## config.mk

```make
export PLATFORM = sky130hd
export DESIGN_NAME = irc_timer
export DESIGN_NICKNAME = d
export VERILOG_FILES = /design/src/rtl/irc_timer.v
export VERILOG_INCLUDE_DIRS = /design/src /design/src/rtl
export SDC_FILE = /design/constraint.sdc
export NUM_CORES = 1
export LEC_CHECK = 0
export BUFFER_PORTS_ARGS = -buffer_cell sky130_fd_sc_hd__buf_4
export CORE_MARGIN = 2
export CORE_UTILIZATION = 53
export DETAILED_ROUTE_END_ITERATION = 10
export PLACE_DENSITY = 0.79
export REMOVE_ABC_BUFFERS = 1
export SKIP_CTS_REPAIR_TIMING = 1
export SLEW_MARGIN = 20
export SYNTH_ARGS = -nofsm -noshare
export SYNTH_HDL_FRONTEND = slang
export SYNTH_SLANG_ARGS = --single-unit
```

## constraint.sdc

```tcl
create_clock -name CLOCK_IN -period 2.62 [get_ports CLOCK_IN]
set_input_delay 0.131 -clock CLOCK_IN [delete_from_list [all_inputs] [get_ports CLOCK_IN]]
set_output_delay 0.131 -clock CLOCK_IN [all_outputs]
set_load 0.005 [all_outputs]
```

## src/rtl/irc_defs.vh

```
// Purpose: constants for the infrared carrier / PWM compare timer
// Assumes: byte addresses on a 32-bit Avalon-MM slave, one register a word
// Notes: data sits in the low byte except status count [15:8] and pending [16]; other bits read zero
// Functional notes
// RULE_01: On enable in PWM mode, hold counter one clock; output stays default.
// RULE_02: PWM period match clears counter, inverts output, raises match event.
// RULE_03: PWM duty match inverts output only; no clear, no event.
// RULE_04: Duty writes while counting are latched, applied at old duty match.
// RULE_05: Latched duty applies only after three clocks since the write.
// RULE_06: Clearing run enable returns event and output to default.
// RULE_07: Carrier mode: low-width compare sets low phase, high-width sets high.
// RULE_08: Software must not rewrite low-width compare while carrier runs.
// RULE_09: Carrier compares low-width first; each match events, clears, inverts, swaps.
// RULE_10: Carrier period is N+M+2 clocks, high phase M+1 clocks.
// RULE_11: Remote-enable and active carrier-enable select low, high or carrier output.
// RULE_12: Carrier enable is buffer (read/write) plus read-only active bit.
// RULE_13: Envelope match event is synchronised; sync event is an output.
// RULE_14: Buffer copies to active on second clock after sync event rise.
// RULE_15: Software waits two clocks between buffer writes.
// RULE_16: Software writes next buffer value after the sync event.
// RULE_17: Active going 1 starts carrier at its first rising edge.
// RULE_18: Active going 0 during high phase keeps output high to phase end.
// RULE_19: Software uses carrier compare values 01H to FFH only.
// RULE_20: Count clock must exceed six times envelope count clock.
// RULE_21: Software rewrites high-width compare on every restart.
// RULE_22: Software sets remote-output enable before starting the count.
// RULE_23: Software does not change remote-output enable while running.
// RULE_24: Read-only status bit reads 0 disabled, 1 enabled.
// RULE_25: Default output low and match event inactive.
`ifndef IRC_DEFS_VH
`define IRC_DEFS_VH
`define IRC_OFF_CTRL 5'h00
`define IRC_OFF_CMP0 5'h04
`define IRC_OFF_CMP1 5'h08
`define IRC_OFF_CARR 5'h0C
`define IRC_OFF_STAT 5'h10
`define IRC_CTRL_RUN 0
`define IRC_CTRL_MODE 1
`define IRC_CARR_ACTIVE 0
`define IRC_CARR_BUFFER 1
`define IRC_CARR_REMOTE 2
`define IRC_RST_BYTE 8'h00
`define IRC_DUTY_AGE_MIN 2'h3
`define IRC_CNT_ONE 8'h01
`endif

```

## src/rtl/irc_timer.v

```verilog
// Purpose: 8-bit compare timer with PWM and infrared carrier modes
// Assumes: count clock is CLOCK_IN; envelope event comes from another domain
// Notes: Avalon-MM slave answers after one wait cycle
`timescale 1ns/100ps
`default_nettype none
`include "irc_defs.vh"
module irc_timer (
  // Clock and reset
  input wire CLOCK_IN,
  input wire RST_N_IN,
  // Avalon-MM slave
  input wire [4:0] AVS_ADDRESS_IN,
  input wire AVS_READ_IN,
  input wire AVS_WRITE_IN,
  input wire [31:0] AVS_WRITEDATA_IN,
  input wire [3:0] AVS_BYTEENABLE_IN,
  output wire [31:0] AVS_READDATA_OUT,
  output wire AVS_WAITREQUEST_OUT,
  // Envelope timer link
  input wire ENVELOPE_MATCH_EVENT_IN,
  output wire ENVELOPE_SYNC_EVENT_OUT,
  // Timer outputs
  output wire TIMER_OUTPUT_PIN_OUT,
  output wire COMPARE_MATCH_EVENT_OUT
);

  localparam ST_IDLE = 3'b001;
  localparam ST_HOLD = 3'b010;
  localparam ST_RUN = 3'b100;

  reg [2:0] state_q;
  reg [2:0] state_d;
  reg ack_q;
  reg [31:0] rdata_q;
  reg run_q;
  reg mode_q;
  reg remote_q;
  reg buffer_q;
  reg active_q;
  reg [7:0] cmp0_q;
  reg [7:0] cmp1_q;
  reg [7:0] duty_latch_q;
  reg pending_q;
  reg [1:0] age_q;
  reg [7:0] cnt_q;
  reg phase_q;
  reg wave_q;
  reg gate_q;
  reg pin_q;
  reg match_q;
  reg env_s1_q;
  reg env_s2_q;
  reg env_s3_q;
  reg env_lvl_q;
  reg sync_q;
  reg xfer_q;
  reg [7:0] cnt_d;
  reg phase_d;
  reg wave_d;
  reg gate_d;
  reg pin_d;
  reg match_d;
  reg load_duty;

  wire access = AVS_READ_IN | AVS_WRITE_IN;
  wire wr_go = AVS_WRITE_IN & ack_q & AVS_BYTEENABLE_IN[0];
  wire [7:0] wbyte = AVS_WRITEDATA_IN[7:0];
  wire wr_ctrl = wr_go & (AVS_ADDRESS_IN == `IRC_OFF_CTRL);
  wire wr_cmp0 = wr_go & (AVS_ADDRESS_IN == `IRC_OFF_CMP0);
  wire wr_cmp1 = wr_go & (AVS_ADDRESS_IN == `IRC_OFF_CMP1);
  wire wr_carr = wr_go & (AVS_ADDRESS_IN == `IRC_OFF_CARR);
  wire running = (state_q != ST_IDLE);
  wire cmp_hit = (state_q == ST_RUN) & (cnt_q == (phase_q ? cmp1_q : cmp0_q));
  wire env_rise = (env_s2_q == env_s3_q) & env_s3_q & ~env_lvl_q;

  assign AVS_WAITREQUEST_OUT = access & ~ack_q;
  assign AVS_READDATA_OUT = rdata_q;
  assign ENVELOPE_SYNC_EVENT_OUT = sync_q;
  assign TIMER_OUTPUT_PIN_OUT = pin_q;
  assign COMPARE_MATCH_EVENT_OUT = match_q;

  // Register read mux, zero for unmapped
  function [31:0] rd_mux;
    input [4:0] addr;
    begin
      case (addr)
        `IRC_OFF_CTRL: rd_mux = {30'h0, mode_q, run_q};
        `IRC_OFF_CMP0: rd_mux = {24'h0, cmp0_q};
        `IRC_OFF_CMP1: rd_mux = {24'h0, duty_latch_q};
        `IRC_OFF_CARR: rd_mux = {29'h0, remote_q, buffer_q, active_q}; // RULE_12 RULE_24
        `IRC_OFF_STAT: rd_mux = {15'h0, pending_q, cnt_q, 5'h0, phase_q, wave_q, pin_q};
        default: rd_mux = 32'h0000_0000;
      endcase
    end
  endfunction

  // Bus slave
  always @(posedge CLOCK_IN or negedge RST_N_IN) begin
    if (!RST_N_IN) begin
      ack_q <= 1'b0;
      rdata_q <= 32'h0000_0000;
      run_q <= 1'b0;
      mode_q <= 1'b0;
      remote_q <= 1'b0;
      buffer_q <= 1'b0;
      cmp0_q <= `IRC_RST_BYTE;
    end else begin
      ack_q <= access & ~ack_q;
      if (AVS_READ_IN & ~ack_q) begin
        rdata_q <= rd_mux(AVS_ADDRESS_IN);
      end
      if (wr_ctrl) begin
        run_q <= wbyte[`IRC_CTRL_RUN];
        mode_q <= wbyte[`IRC_CTRL_MODE];
      end
      if (wr_cmp0) begin
        cmp0_q <= wbyte;
      end
      if (wr_carr) begin
        buffer_q <= wbyte[`IRC_CARR_BUFFER]; // RULE_12
        remote_q <= wbyte[`IRC_CARR_REMOTE];
      end
    end
  end

  // Duty / high-width latch and transfer
  always @(posedge CLOCK_IN or negedge RST_N_IN) begin
    if (!RST_N_IN) begin
      duty_latch_q <= `IRC_RST_BYTE;
      cmp1_q <= `IRC_RST_BYTE;
      pending_q <= 1'b0;
      age_q <= 2'h0;
    end else begin
      if (wr_cmp1) begin
        duty_latch_q <= wbyte; // RULE_04
        age_q <= 2'h0;
        pending_q <= running;
        if (!running) begin
          cmp1_q <= wbyte;
        end
      end else begin
        if (age_q != `IRC_DUTY_AGE_MIN) begin
          age_q <= age_q + 2'h1; // RULE_05
        end
        if (load_duty) begin
          cmp1_q <= duty_latch_q; // RULE_04
          pending_q <= 1'b0;
        end
      end
    end
  end

  // Envelope event synchroniser and transfer
  always @(posedge CLOCK_IN or negedge RST_N_IN) begin
    if (!RST_N_IN) begin
      env_s1_q <= 1'b0;
      env_s2_q <= 1'b0;
      env_s3_q <= 1'b0;
      env_lvl_q <= 1'b0;
      sync_q <= 1'b0;
      xfer_q <= 1'b0;
      active_q <= 1'b0;
    end else begin
      env_s1_q <= ENVELOPE_MATCH_EVENT_IN; // RULE_13
      env_s2_q <= env_s1_q;
      env_s3_q <= env_s2_q;
      if (env_s2_q == env_s3_q) begin
        env_lvl_q <= env_s3_q;
      end
      sync_q <= env_rise; // RULE_13
      xfer_q <= sync_q;
      if (xfer_q) begin
        active_q <= buffer_q; // RULE_14
      end
    end
  end

  // Counter sequencing
  always @* begin
    state_d = state_q;
    cnt_d = cnt_q;
    phase_d = phase_q;
    wave_d = wave_q;
    match_d = 1'b0;
    load_duty = 1'b0;
    case (state_q)
      ST_IDLE: begin
        cnt_d = 8'h00;
        phase_d = 1'b0;
        wave_d = 1'b0; // RULE_25
        if (run_q) begin
          state_d = ST_HOLD;
        end
      end
      ST_HOLD: begin
        state_d = ST_RUN; // RULE_01
      end
      ST_RUN: begin
        cnt_d = cnt_q + `IRC_CNT_ONE;
        if (cmp_hit) begin
          wave_d = ~wave_q; // RULE_02 RULE_03 RULE_09
          phase_d = ~phase_q;
          load_duty = phase_q & pending_q & (age_q == `IRC_DUTY_AGE_MIN); // RULE_05
          if (mode_q) begin
            cnt_d = 8'h00; // RULE_07 RULE_09 RULE_10
            match_d = 1'b1;
          end else if (!phase_q) begin
            cnt_d = 8'h00; // RULE_02
            match_d = 1'b1;
          end
        end
      end
      default: begin
        state_d = ST_IDLE;
      end
    endcase
    if (!run_q) begin
      state_d = ST_IDLE; // RULE_06
      match_d = 1'b0;
      wave_d = 1'b0;
    end
  end

  // Output selection
  always @* begin
    gate_d = gate_q;
    pin_d = 1'b0;
    if (!mode_q) begin
      pin_d = wave_d;
    end else begin
      if (active_q) begin
        gate_d = gate_q | (wave_d & ~wave_q); // RULE_17
      end else begin
        gate_d = gate_q & wave_d; // RULE_18
      end
      if (remote_q) begin
        pin_d = gate_d & wave_d; // RULE_11
      end else begin
        pin_d = active_q; // RULE_11
      end
    end
    if (!run_q) begin
      gate_d = 1'b0;
      pin_d = 1'b0; // RULE_06
    end
  end

  always @(posedge CLOCK_IN or negedge RST_N_IN) begin
    if (!RST_N_IN) begin
      state_q <= ST_IDLE;
      cnt_q <= 8'h00;
      phase_q <= 1'b0;
      wave_q <= 1'b0;
      gate_q <= 1'b0;
      pin_q <= 1'b0;
      match_q <= 1'b0;
    end else begin
      state_q <= state_d;
      cnt_q <= cnt_d;
      phase_q <= phase_d;
      wave_q <= wave_d;
      gate_q <= gate_d;
      pin_q <= pin_d;
      match_q <= match_d;
    end
  end

endmodule
`default_nettype wire

```

---- Word-level counts from Yosys, hierarchy flattened ----
Cells that the tools add are included.
word-level totals
  output and inout bits ................... 36
  register bits ........................... 87
  memories ................................ 0
  bits in writable memories ............... 0
  bits in read-only memories .............. 0
  word-level logic and storage cells ...... 105
  bits in latches ......................... 0
operators by class
  reduce and logical (&&, ||, !) cells .... 6
  multiply operators ...................... 0
  divide/modulo/power cells ............... 0
  bitwise gates (word level) .............. 22
  equality and inequality tests ........... 16
  shift-type cells ........................ 0
  muxes and demuxes ....................... 34
  add/sub/neg operators ................... 2
  magnitude comparators ................... 0
operators by type and width
  cell                                                   count
  one-hot mux 17 bit (5 select lines)                    1
  two-way mux 8 bit                                      7
  two-way mux 1 bit                                      19
  bitwise AND 1 bit                                      16
  one-hot mux 8 bit (2 select lines)                     1
  equality test 5 x 4 -> 1 bit, second input constant    2
  one-hot mux 3 bit (3 select lines)                     1
  adder 8 x 1 -> 8 bit, second input constant            1
  equality test 8 bit                                    1
  inequality test 2 bit, second input constant           4
  nonzero test 2 bit                                     3
  equality test 5 x 3 -> 1 bit, second input constant    1
  equality test 5 bit, second input constant             1
  logical NOT 5 bit                                      1
  two-way mux 2 bit                                      2
  NOT 1 bit                                              4
  one-hot mux 1 bit (2 select lines)                     2
  AND reduction 2 bit                                    2
  equality test 3 x 1 -> 1 bit, second input constant    1
  equality test 3 x 2 -> 1 bit, second input constant    1
  equality test 3 bit, second input constant             1
  two-way mux 3 bit                                      1
  inequality test 3 x 1 -> 1 bit, second input constant  1
  adder 2 x 1 -> 2 bit, second input constant            1
  4 further kinds                                        5

---- Depth between registers and ports, before layout ----
Gate-level depths: netlist (run 1).
  depth after elaboration ................. 14
  gate-level depth with buffers ........... 8

---- Worst setup path after synthesis (run 1) ----
No wires, ideal clock.
  kind .................................... flip-flop to flip-flop
  start point ............................. register phase_q
  end point ............................... register gate_q
  clock period less this slack ............ 2.193 ns
  cell stages (with the launch flop) ...... 9
  arrival time ............................ 2.094 ns
  required time ........................... 2.521 ns
  setup time .............................. 0.099 ns
  setup slack ............................. 0.427 ns
  cell sequence ........................... dfrtp_1 buf_4 mux2i_1 o21ai_1 nor4_2 and3_1 buf_4 mux2_2 a311oi_1
between the ends
  cells in the longest elaborated chain, start to end .. 12
  elaborated cells on any way between the ends .. 13
  those cells by class .................... 1 x eq/ne; 8 x mux; 4 x bitwise
RTL lines
  item                                  RTL line         source
  from (decl)                           irc_timer.v:46   reg phase_q;
  from (signal assigned)                irc_timer.v:260  phase_q <= phase_d;
  two-way mux 8 bit *                   irc_timer.v:73   wire cmp_hit = (state_q == ST_RUN) & (cnt_q == (phase_q ? cmp1_q : cmp0_q));
  equality test 8 bit *                 irc_timer.v:73
  bitwise AND 1 bit *                   irc_timer.v:73
  two-way mux 1 bit *                   irc_timer.v:200  if (cmp_hit) begin
  one-hot mux 1 bit (2 select lines) *  irc_timer.v:186  case (state_q)
  two-way mux 1 bit *                   irc_timer.v:217  if (!run_q) begin
  bitwise AND 1 bit                     irc_timer.v:232  gate_d = gate_q | (wave_d & ~wave_q);
  bitwise OR 1 bit                      irc_timer.v:232
  two-way mux 1 bit *                   irc_timer.v:231  if (active_q) begin
  two-way mux 1 bit * (2 in series)     irc_timer.v:228  if (!mode_q) begin
  two-way mux 1 bit *                   irc_timer.v:242  if (!run_q) begin
  to (signal assigned)                  irc_timer.v:262  gate_q <= gate_d;
  to (decl)                             irc_timer.v:48   reg gate_q;
Every way passes the cells marked *; elsewhere a longest branch is shown, timed or not. The select of a mux whose other input is x is not followed.
A chain may end at the register's enable or synchronous reset.

---- Final worst setup path (run 1) ----
Same ends and word-level chain as after synthesis.

==> impl_results.md, run 1 <==
* Min Tclk post-route at 2.41 ns
* Synth Area per Inst at 10.7 um^2
* # port buffers at 39
* Largest net degree at the start of global routing at 73
* Diodes inserted at 0
* Num CTS Buffers at 9
* Max VDD drop at 0.000518 V
* Post-DP HPWL at around 4.7 mm
* Post-synth EDFFs at 0
* Routability cong. at approximately 0.84
* Arrival time of the worst setup path at around 2.7 ns
* Synth area leader: dfrtp_1
* Vias per cell at about 5.5
* Clk buf depth at 2
* Final hold viol count at 1
* Nets at just over 400
* Finished Core Util at between 60 and 70%
* Sequential element share of the synthesized area at about 54%
* # fillers at about 500
* Ports at between 80 and 90
* Flops & latches, synth at roughly 70
* Critical Path RT at 2.88 ns
* PD cells at about 700 nW/um^2
* CTS clk-pin slew, worst paths at around 0.07 ns
* Clock Latency Late Sink at around 0.35 ns
* Die area at 6900 um^2
* Die Y-Extent at ~83 um
* Leak at ~1.9 nW
* Max Cap Violations at 0
* Final max-slew violation count at 0
* Top_reg_cell synth: dfrtp_1
* Global Route Usage Sum at about a fifth
* Vias in the first global route at about 2.3k
* Clock root cell: clkbuf_8
* Tcrit/Tclk final at roughly 90%
* Share of layout cells above drive strength 1 at a little under a quarter
* Critical path class: flip-flop to flip-flop
* Headroom to the max-slew limit at 41.0%
* Core Region at between 5000 and 6000 um^2
* # H-tree levels at 3
* First-pass GRT wire length at ~11 mm
* List of most frequent post-synthesis cells: 71 x dfrtp_1, 63 x nand2_1, 17 x buf_4, 15 x nand3_1, 15 x nor2_1
* Die Wd at around 83 um
* Starting Density at between 50% and 60%
* Layout area overhead at 16.7%
* DRT Pass-1 Iters at 5
* Most numerous cell in the Yosys netlist: dfrtp_1
* Tot Pwr at approximately 2.7 mW
* Register area at between 1500 and 2000 um^2
* Mapped Area at 3320 um^2
* Top post-synthesis cells by area: dfrtp_1 54%, nand2_1 7.1%, mux2_2 4.8%
* Crit path max-delay cell type: dfrtp_2
* Routed WL per cell at approximately 15 um
* Initial antenna violation count at 0
* Synth warnings at 0
* Hold Slack at -0.00977 ns
* Worst slew pin tran at between 0.8 and 0.9 ns
* Endpoint type of the worst setup path: flip-flop
* Status: complete, but fails checks
* Drt drc at 0
* Setup violators final at 0
* Worst hold path class: input pin to flip-flop
* Initial DRC Count at between 100 and 150
* Asr flop ratio synth at 100%
* Num rows at 28
* Crit-path cells: mux2i_1 > xnor2_1 > a2111oi_2 > and3_2 > mux2_2 > a311oi_1
* Grt ovf at 0
* Clk sink count at just over 70
* Clock Skews at between 0.004 and 0.005 ns
* Unrepaired setup endpoints after global routing: no
* CP peak stage delay at roughly 0.54 ns
* Setup TNS at 0 ns
* Multi-input logic area at 1400 um^2
* Synth cell types at 43
* Startpoint types: flip-flop
* CP Max Fanout at 10
* Antenna Nets Post-Route at 0
* Synth top area share at between 50 and 60%
* Failing checks: negative hold slack
* Post-synthesis cell count at roughly 310
* CTS tree: yes
* Post-Route WL at a little under 7 mm
* Max Fclk at between 0.4 and 0.5 GHz
* Via count at 2,425
-- area by class of cell --
cell class / count / share of cell area (%)
Inverter: 3 / 0.291
Timing Repair Buffer: 51 / 10.1
Clock buffer: 11 / 3.65
Clock inverter: 5 / 0.841
Multi-Input combinational cell: 225 / 36.1
Tap cell: 75 / 2.42
Sequential cell: 72 / 46.6
-- power breakdown --
part | switching (mW) | internal, mW | total, mW
Combinational | 0.279 | 0.239 | 0.518
Clock | 0.416 | 0.366 | 0.782
Sequential | 0.122 | 1.23 | 1.35
Total | 0.817 | 1.84 | 2.65
-- layout by cell type (no fill, tap or decap), types with 6 or more instances in the layout --
cell and count:
dfrtp_1 70, nand2_1 63, buf_4 48, nand3_1 15, nor2_1 15, conb_1 15, mux2_2 14, o21ai_0 14
mux2i_1 11, clkbuf_8 10, mux2_1 8, xnor2_1 7, a22oi_1 7, a21oi_1 6
-- metal layers --
layer / part of all wire [%] / vias to the layer above / GRT usage, %
met1: 43 / 1177 / 27.8
met4: 2.8 / 0 / 10.4
li1: - / 1151 / -
met2: 48 / 81 / 32.3
met3: 5.8 / 16 / 3.98
met5: 0 / - / 0
-- critical path, delay by kind of cell, from the launching register on --
family | cells | cell delay, ns
multiplexers | 2 | 0.70
XOR/XNOR | 1 | 0.11
AND/OR/NAND/NOR | 1 | 0.34
flip-flops | 1 | 0.54
AO/OA/AOI/OAI | 2 | 0.62
-- kinds of logic (layout without fill, tap and decap cells) --
group                    count (synthesis)  in the layout  share of synthesized area [%]
flip-flops                              72             72                           54.4
multiplexers                            33             33                           10.8
XOR/XNOR                                11             11                           2.91
buffers and inverters                   28             70                           5.13
AO/OA/AOI/OAI                           43             43                           8.91
AND/OR/NAND/NOR                        120            120                           16.6
other                                    1             15                          0.113
adder cells (fa/ha/maj)                  3              3                           1.13
-- registers in the layout, indices dropped and copies added, names as in the netlist, 2 cells and up --
name	count
cmp1_q	8
age_q	2
state_q	3
duty_latch_q	8
AVS_READDATA_OUT	17
cmp0_q	8
cnt_q	8
-- path summary, 6_finish.rpt --
kind / cells after the start / slack (ns) / startpoint / endpoint
worst min register to register: 0 / 0.36 / env_s1_q$_DFF_PN0_ / env_s2_q$_DFF_PN0_
worst max register to register: 6 / 0.21 / phase_q$_DFFE_PN0P_ / gate_q$_DFFE_PN0P_
max in group asynchronous: 2 / 1.55 / RST_N_IN / phase_q$_DFFE_PN0P_
min in group asynchronous: 2 / 0.43 / RST_N_IN / remote_q$_DFFE_PN0P_
worst max-delay path: 6 / 0.21 / phase_q$_DFFE_PN0P_ / gate_q$_DFFE_PN0P_
worst min-delay path: 3 / -0.01 / AVS_WRITEDATA_IN[5] / duty_latch_q[5]$_DFFE_PN0P_
-- stage by stage --
step	instance area [um^2]	worst slack [ns]	instances
final	3870	0.205	442
after global routing	3870	0.00775	442
after CTS	3840	0.0466	439
after detailed placement	3660	0.0465	423
after global placement	3660	0.133	423
after floorplan	3210	0.0952	300
No activity file was read; power rests on OpenSTA's default activity.
==> run 2: changes to the inputs <==
Settings changed: REMOVE_ABC_BUFFERS 1 to not set, SLEW_MARGIN 20 to 10.
==> impl_results.md, run 2 (synthesis results as in run 1) <==
* Status: complete, but fails checks
* Failing checks: negative hold slack
* Post-place setup slack at 0.0602 ns
* WHS Endpoint: duty_latch_q[4]$_DFFE_PN0P_
* Die Wd at 83.1 um
* Routed WL per cell at roughly 16 um
* CTS tree: yes
* PD cells at slightly above 700 nW/um^2
* Post-DP HPWL at roughly 4.9 mm
* CP Max Fanout at 9
* Share of layout cells above drive strength 1 at between 20% and 30%
* Leak at ~1.9 nW
* Switching power at between 800 and 900 uW
* Vias per cell at between 5 and 6
* Max Fclk at between 0.4 and 0.5 GHz
* Crit path max-delay cell type: dfrtp_2
* Max VDD drop at slightly below 0.0005 V
* Final hold viol count at 1
* DRT Pass-1 Iters at 4
* Min Tclk post-route at 2.49 ns
* Routability cong. at 0.836
* Clk sink count at 72
* Clock root cell: clkbuf_8
* Clk buf depth at 2
* Max Cap Violations at 0
* Critical path class: flip-flop to flip-flop
* Register area at between 1500 and 2000 um^2
* Setup WS post-layout at 0.130 ns
* Endpoint type of the worst setup path: flip-flop
* Grt ovf at 0
* Clock Skews at 0.00811 ns
* Gate power share at roughly a fifth
* Via count at between 2k and 2.5k
* Vias in the first global route at roughly 2.4k
* Nets at between 400 and 500
* Unrepaired setup endpoints after global routing: no
* Setup TNS at 0 ns
* Ports at 82
* Drt drc at 0
* Post-Route WL at ~7.0 mm
* Antenna Nets Post-Route at 0
* Worst Min Path Start: AVS_WRITEDATA_IN[4]
* Diodes inserted at 0
* Int Power at around 1.9 mW
* Starting Density at between 50 and 60%
* Startpoint types: flip-flop
* Worst slew pin tran at 0.876 ns
* Die area at 6900 um^2
* Reg-to-reg startpoint: phase_q$_DFFE_PN0P_
* Crit-path cells: mux2i_1 > o21ai_1 > nor4_2 > and3_1 > buf_4 > a31oi_4 > mux2_1
* # H-tree levels at 3
* Worst R2R Path Depth at 7
* Initial antenna violation count at 0
* Tcrit/Tclk final at 95.0%
* Initial DRC Count at 236
* Die Y-Extent at 83.1 um
* First-pass GRT wire length at roughly 12 mm
* Clock Latency Late Sink at about 0.35 ns
* Final max-slew violation count at 0
* Layout area overhead at 17.1%
* Headroom to the max-slew limit at roughly 42%
* CP peak stage delay at 0.51 ns
* Hold Slack at -0.00539 ns
* Commonest non-fill, non-tap cell in the layout: dfrtp_1
* Flip-flop count of the largest register after layout at 17
* Flop pwr share at approximately half
* Global Route Usage Sum at a little over a fifth
* Buffers & Inverters on Critical Path at 1
* Top Family by Delay on Critical Path: multiplexers
* Num CTS Buffers at 9
* Reg2reg setup slack at 0.13 ns
* Cell depth of the worst hold path at 3
* Critical Path RT at around 2.9 ns
* Net Sw Frac at about 30%
* Arrival time of the worst setup path at 2.72 ns
* Commonest cells after routing, fill and taps aside: 70 x dfrtp_1, 63 x nand2_1, 48 x buf_4
* # fillers at between 400 and 500
* Setup violators final at 0
* Tot Pwr at around 2.8 mW
* Multi-input logic area at approximately 1400 um^2
* Num rows at 28
* Largest net degree at the start of global routing at 73
* # port buffers at 39
* Core Region at ~6000 um^2
* R2R Path End: cmp1_q[3]$_DFFE_PN0P_
* Clock power share at between 30% and 40%
* Worst hold path class: input pin to flip-flop
* CTS clk-pin slew, worst paths at around 0.080 ns
-- run 2: cell type report --
class                           instances  share of cell area, %
Inverter                                3                  0.290
Clock buffer                           11                   3.64
Clock inverter                          5                   1.45
Sequential cell                        72                   46.5
Timing Repair Buffer                   50                   9.80
Multi-Input combinational cell        225                   35.9
Tap cell                               75                   2.42
-- run 2: layer usage --
layer / track usage (%) / vias to the layer above / wire, um
li1: - / 1147 / -
met1: 29.2 / 1174 / 3150
met2: 33.5 / 75 / 3380
met3: 5.27 / 5 / 431
met4: 8.64 / 0 / 58
met5: 0 / - / 0
-- run 2: per-stage QoR --
stage	util [%]	instances	cell area (um^2)
3_3_place_gp	61.2	423	3660
2_1_floorplan	-	325	3370
3_5_place_dp	61.2	423	3660
4_1_cts	64.5	439	3860
6_report	64.8	441	3880
5_1_grt	64.8	441	3880
-- run 2: power groups by stage --
stage | combinational, mW | clock (mW) | sequential, mW
after detailed placement | 0.521 | 0 | 1.37
after CTS | 0.526 | 0.889 | 1.35
after global routing | 0.585 | 0.937 | 1.37
after floorplan | 0.383 | 0 | 1.33
final | 0.527 | 0.878 | 1.35
after global placement | 0.509 | 0 | 1.36
-- run 2: how the worst max path moves through the flow --
| stage | from | endpoint | depth (start not counted) |
|---|---|---|---|
| global placement | phase_q$_DFFE_PN0P_ | cmp1_q[1]$_DFFE_PN0P_ | 7 |
| finish | phase_q$_DFFE_PN0P_ | cmp1_q[3]$_DFFE_PN0P_ | 7 |
| floorplan | phase_q$_DFFE_PN0P_ | gate_q$_DFFE_PN0P_ | 8 |
| global route | phase_q$_DFFE_PN0P_ | cmp1_q[3]$_DFFE_PN0P_ | 7 |
| detailed placement | phase_q$_DFFE_PN0P_ | cmp1_q[1]$_DFFE_PN0P_ | 7 |
| CTS | phase_q$_DFFE_PN0P_ | cmp1_q[3]$_DFFE_PN0P_ | 7 |
-- run 2: worst min-delay path, cell delays in order --
cell     delay (ns)
buf_4          0.08
nand2_1        0.04
nand2_1        0.06
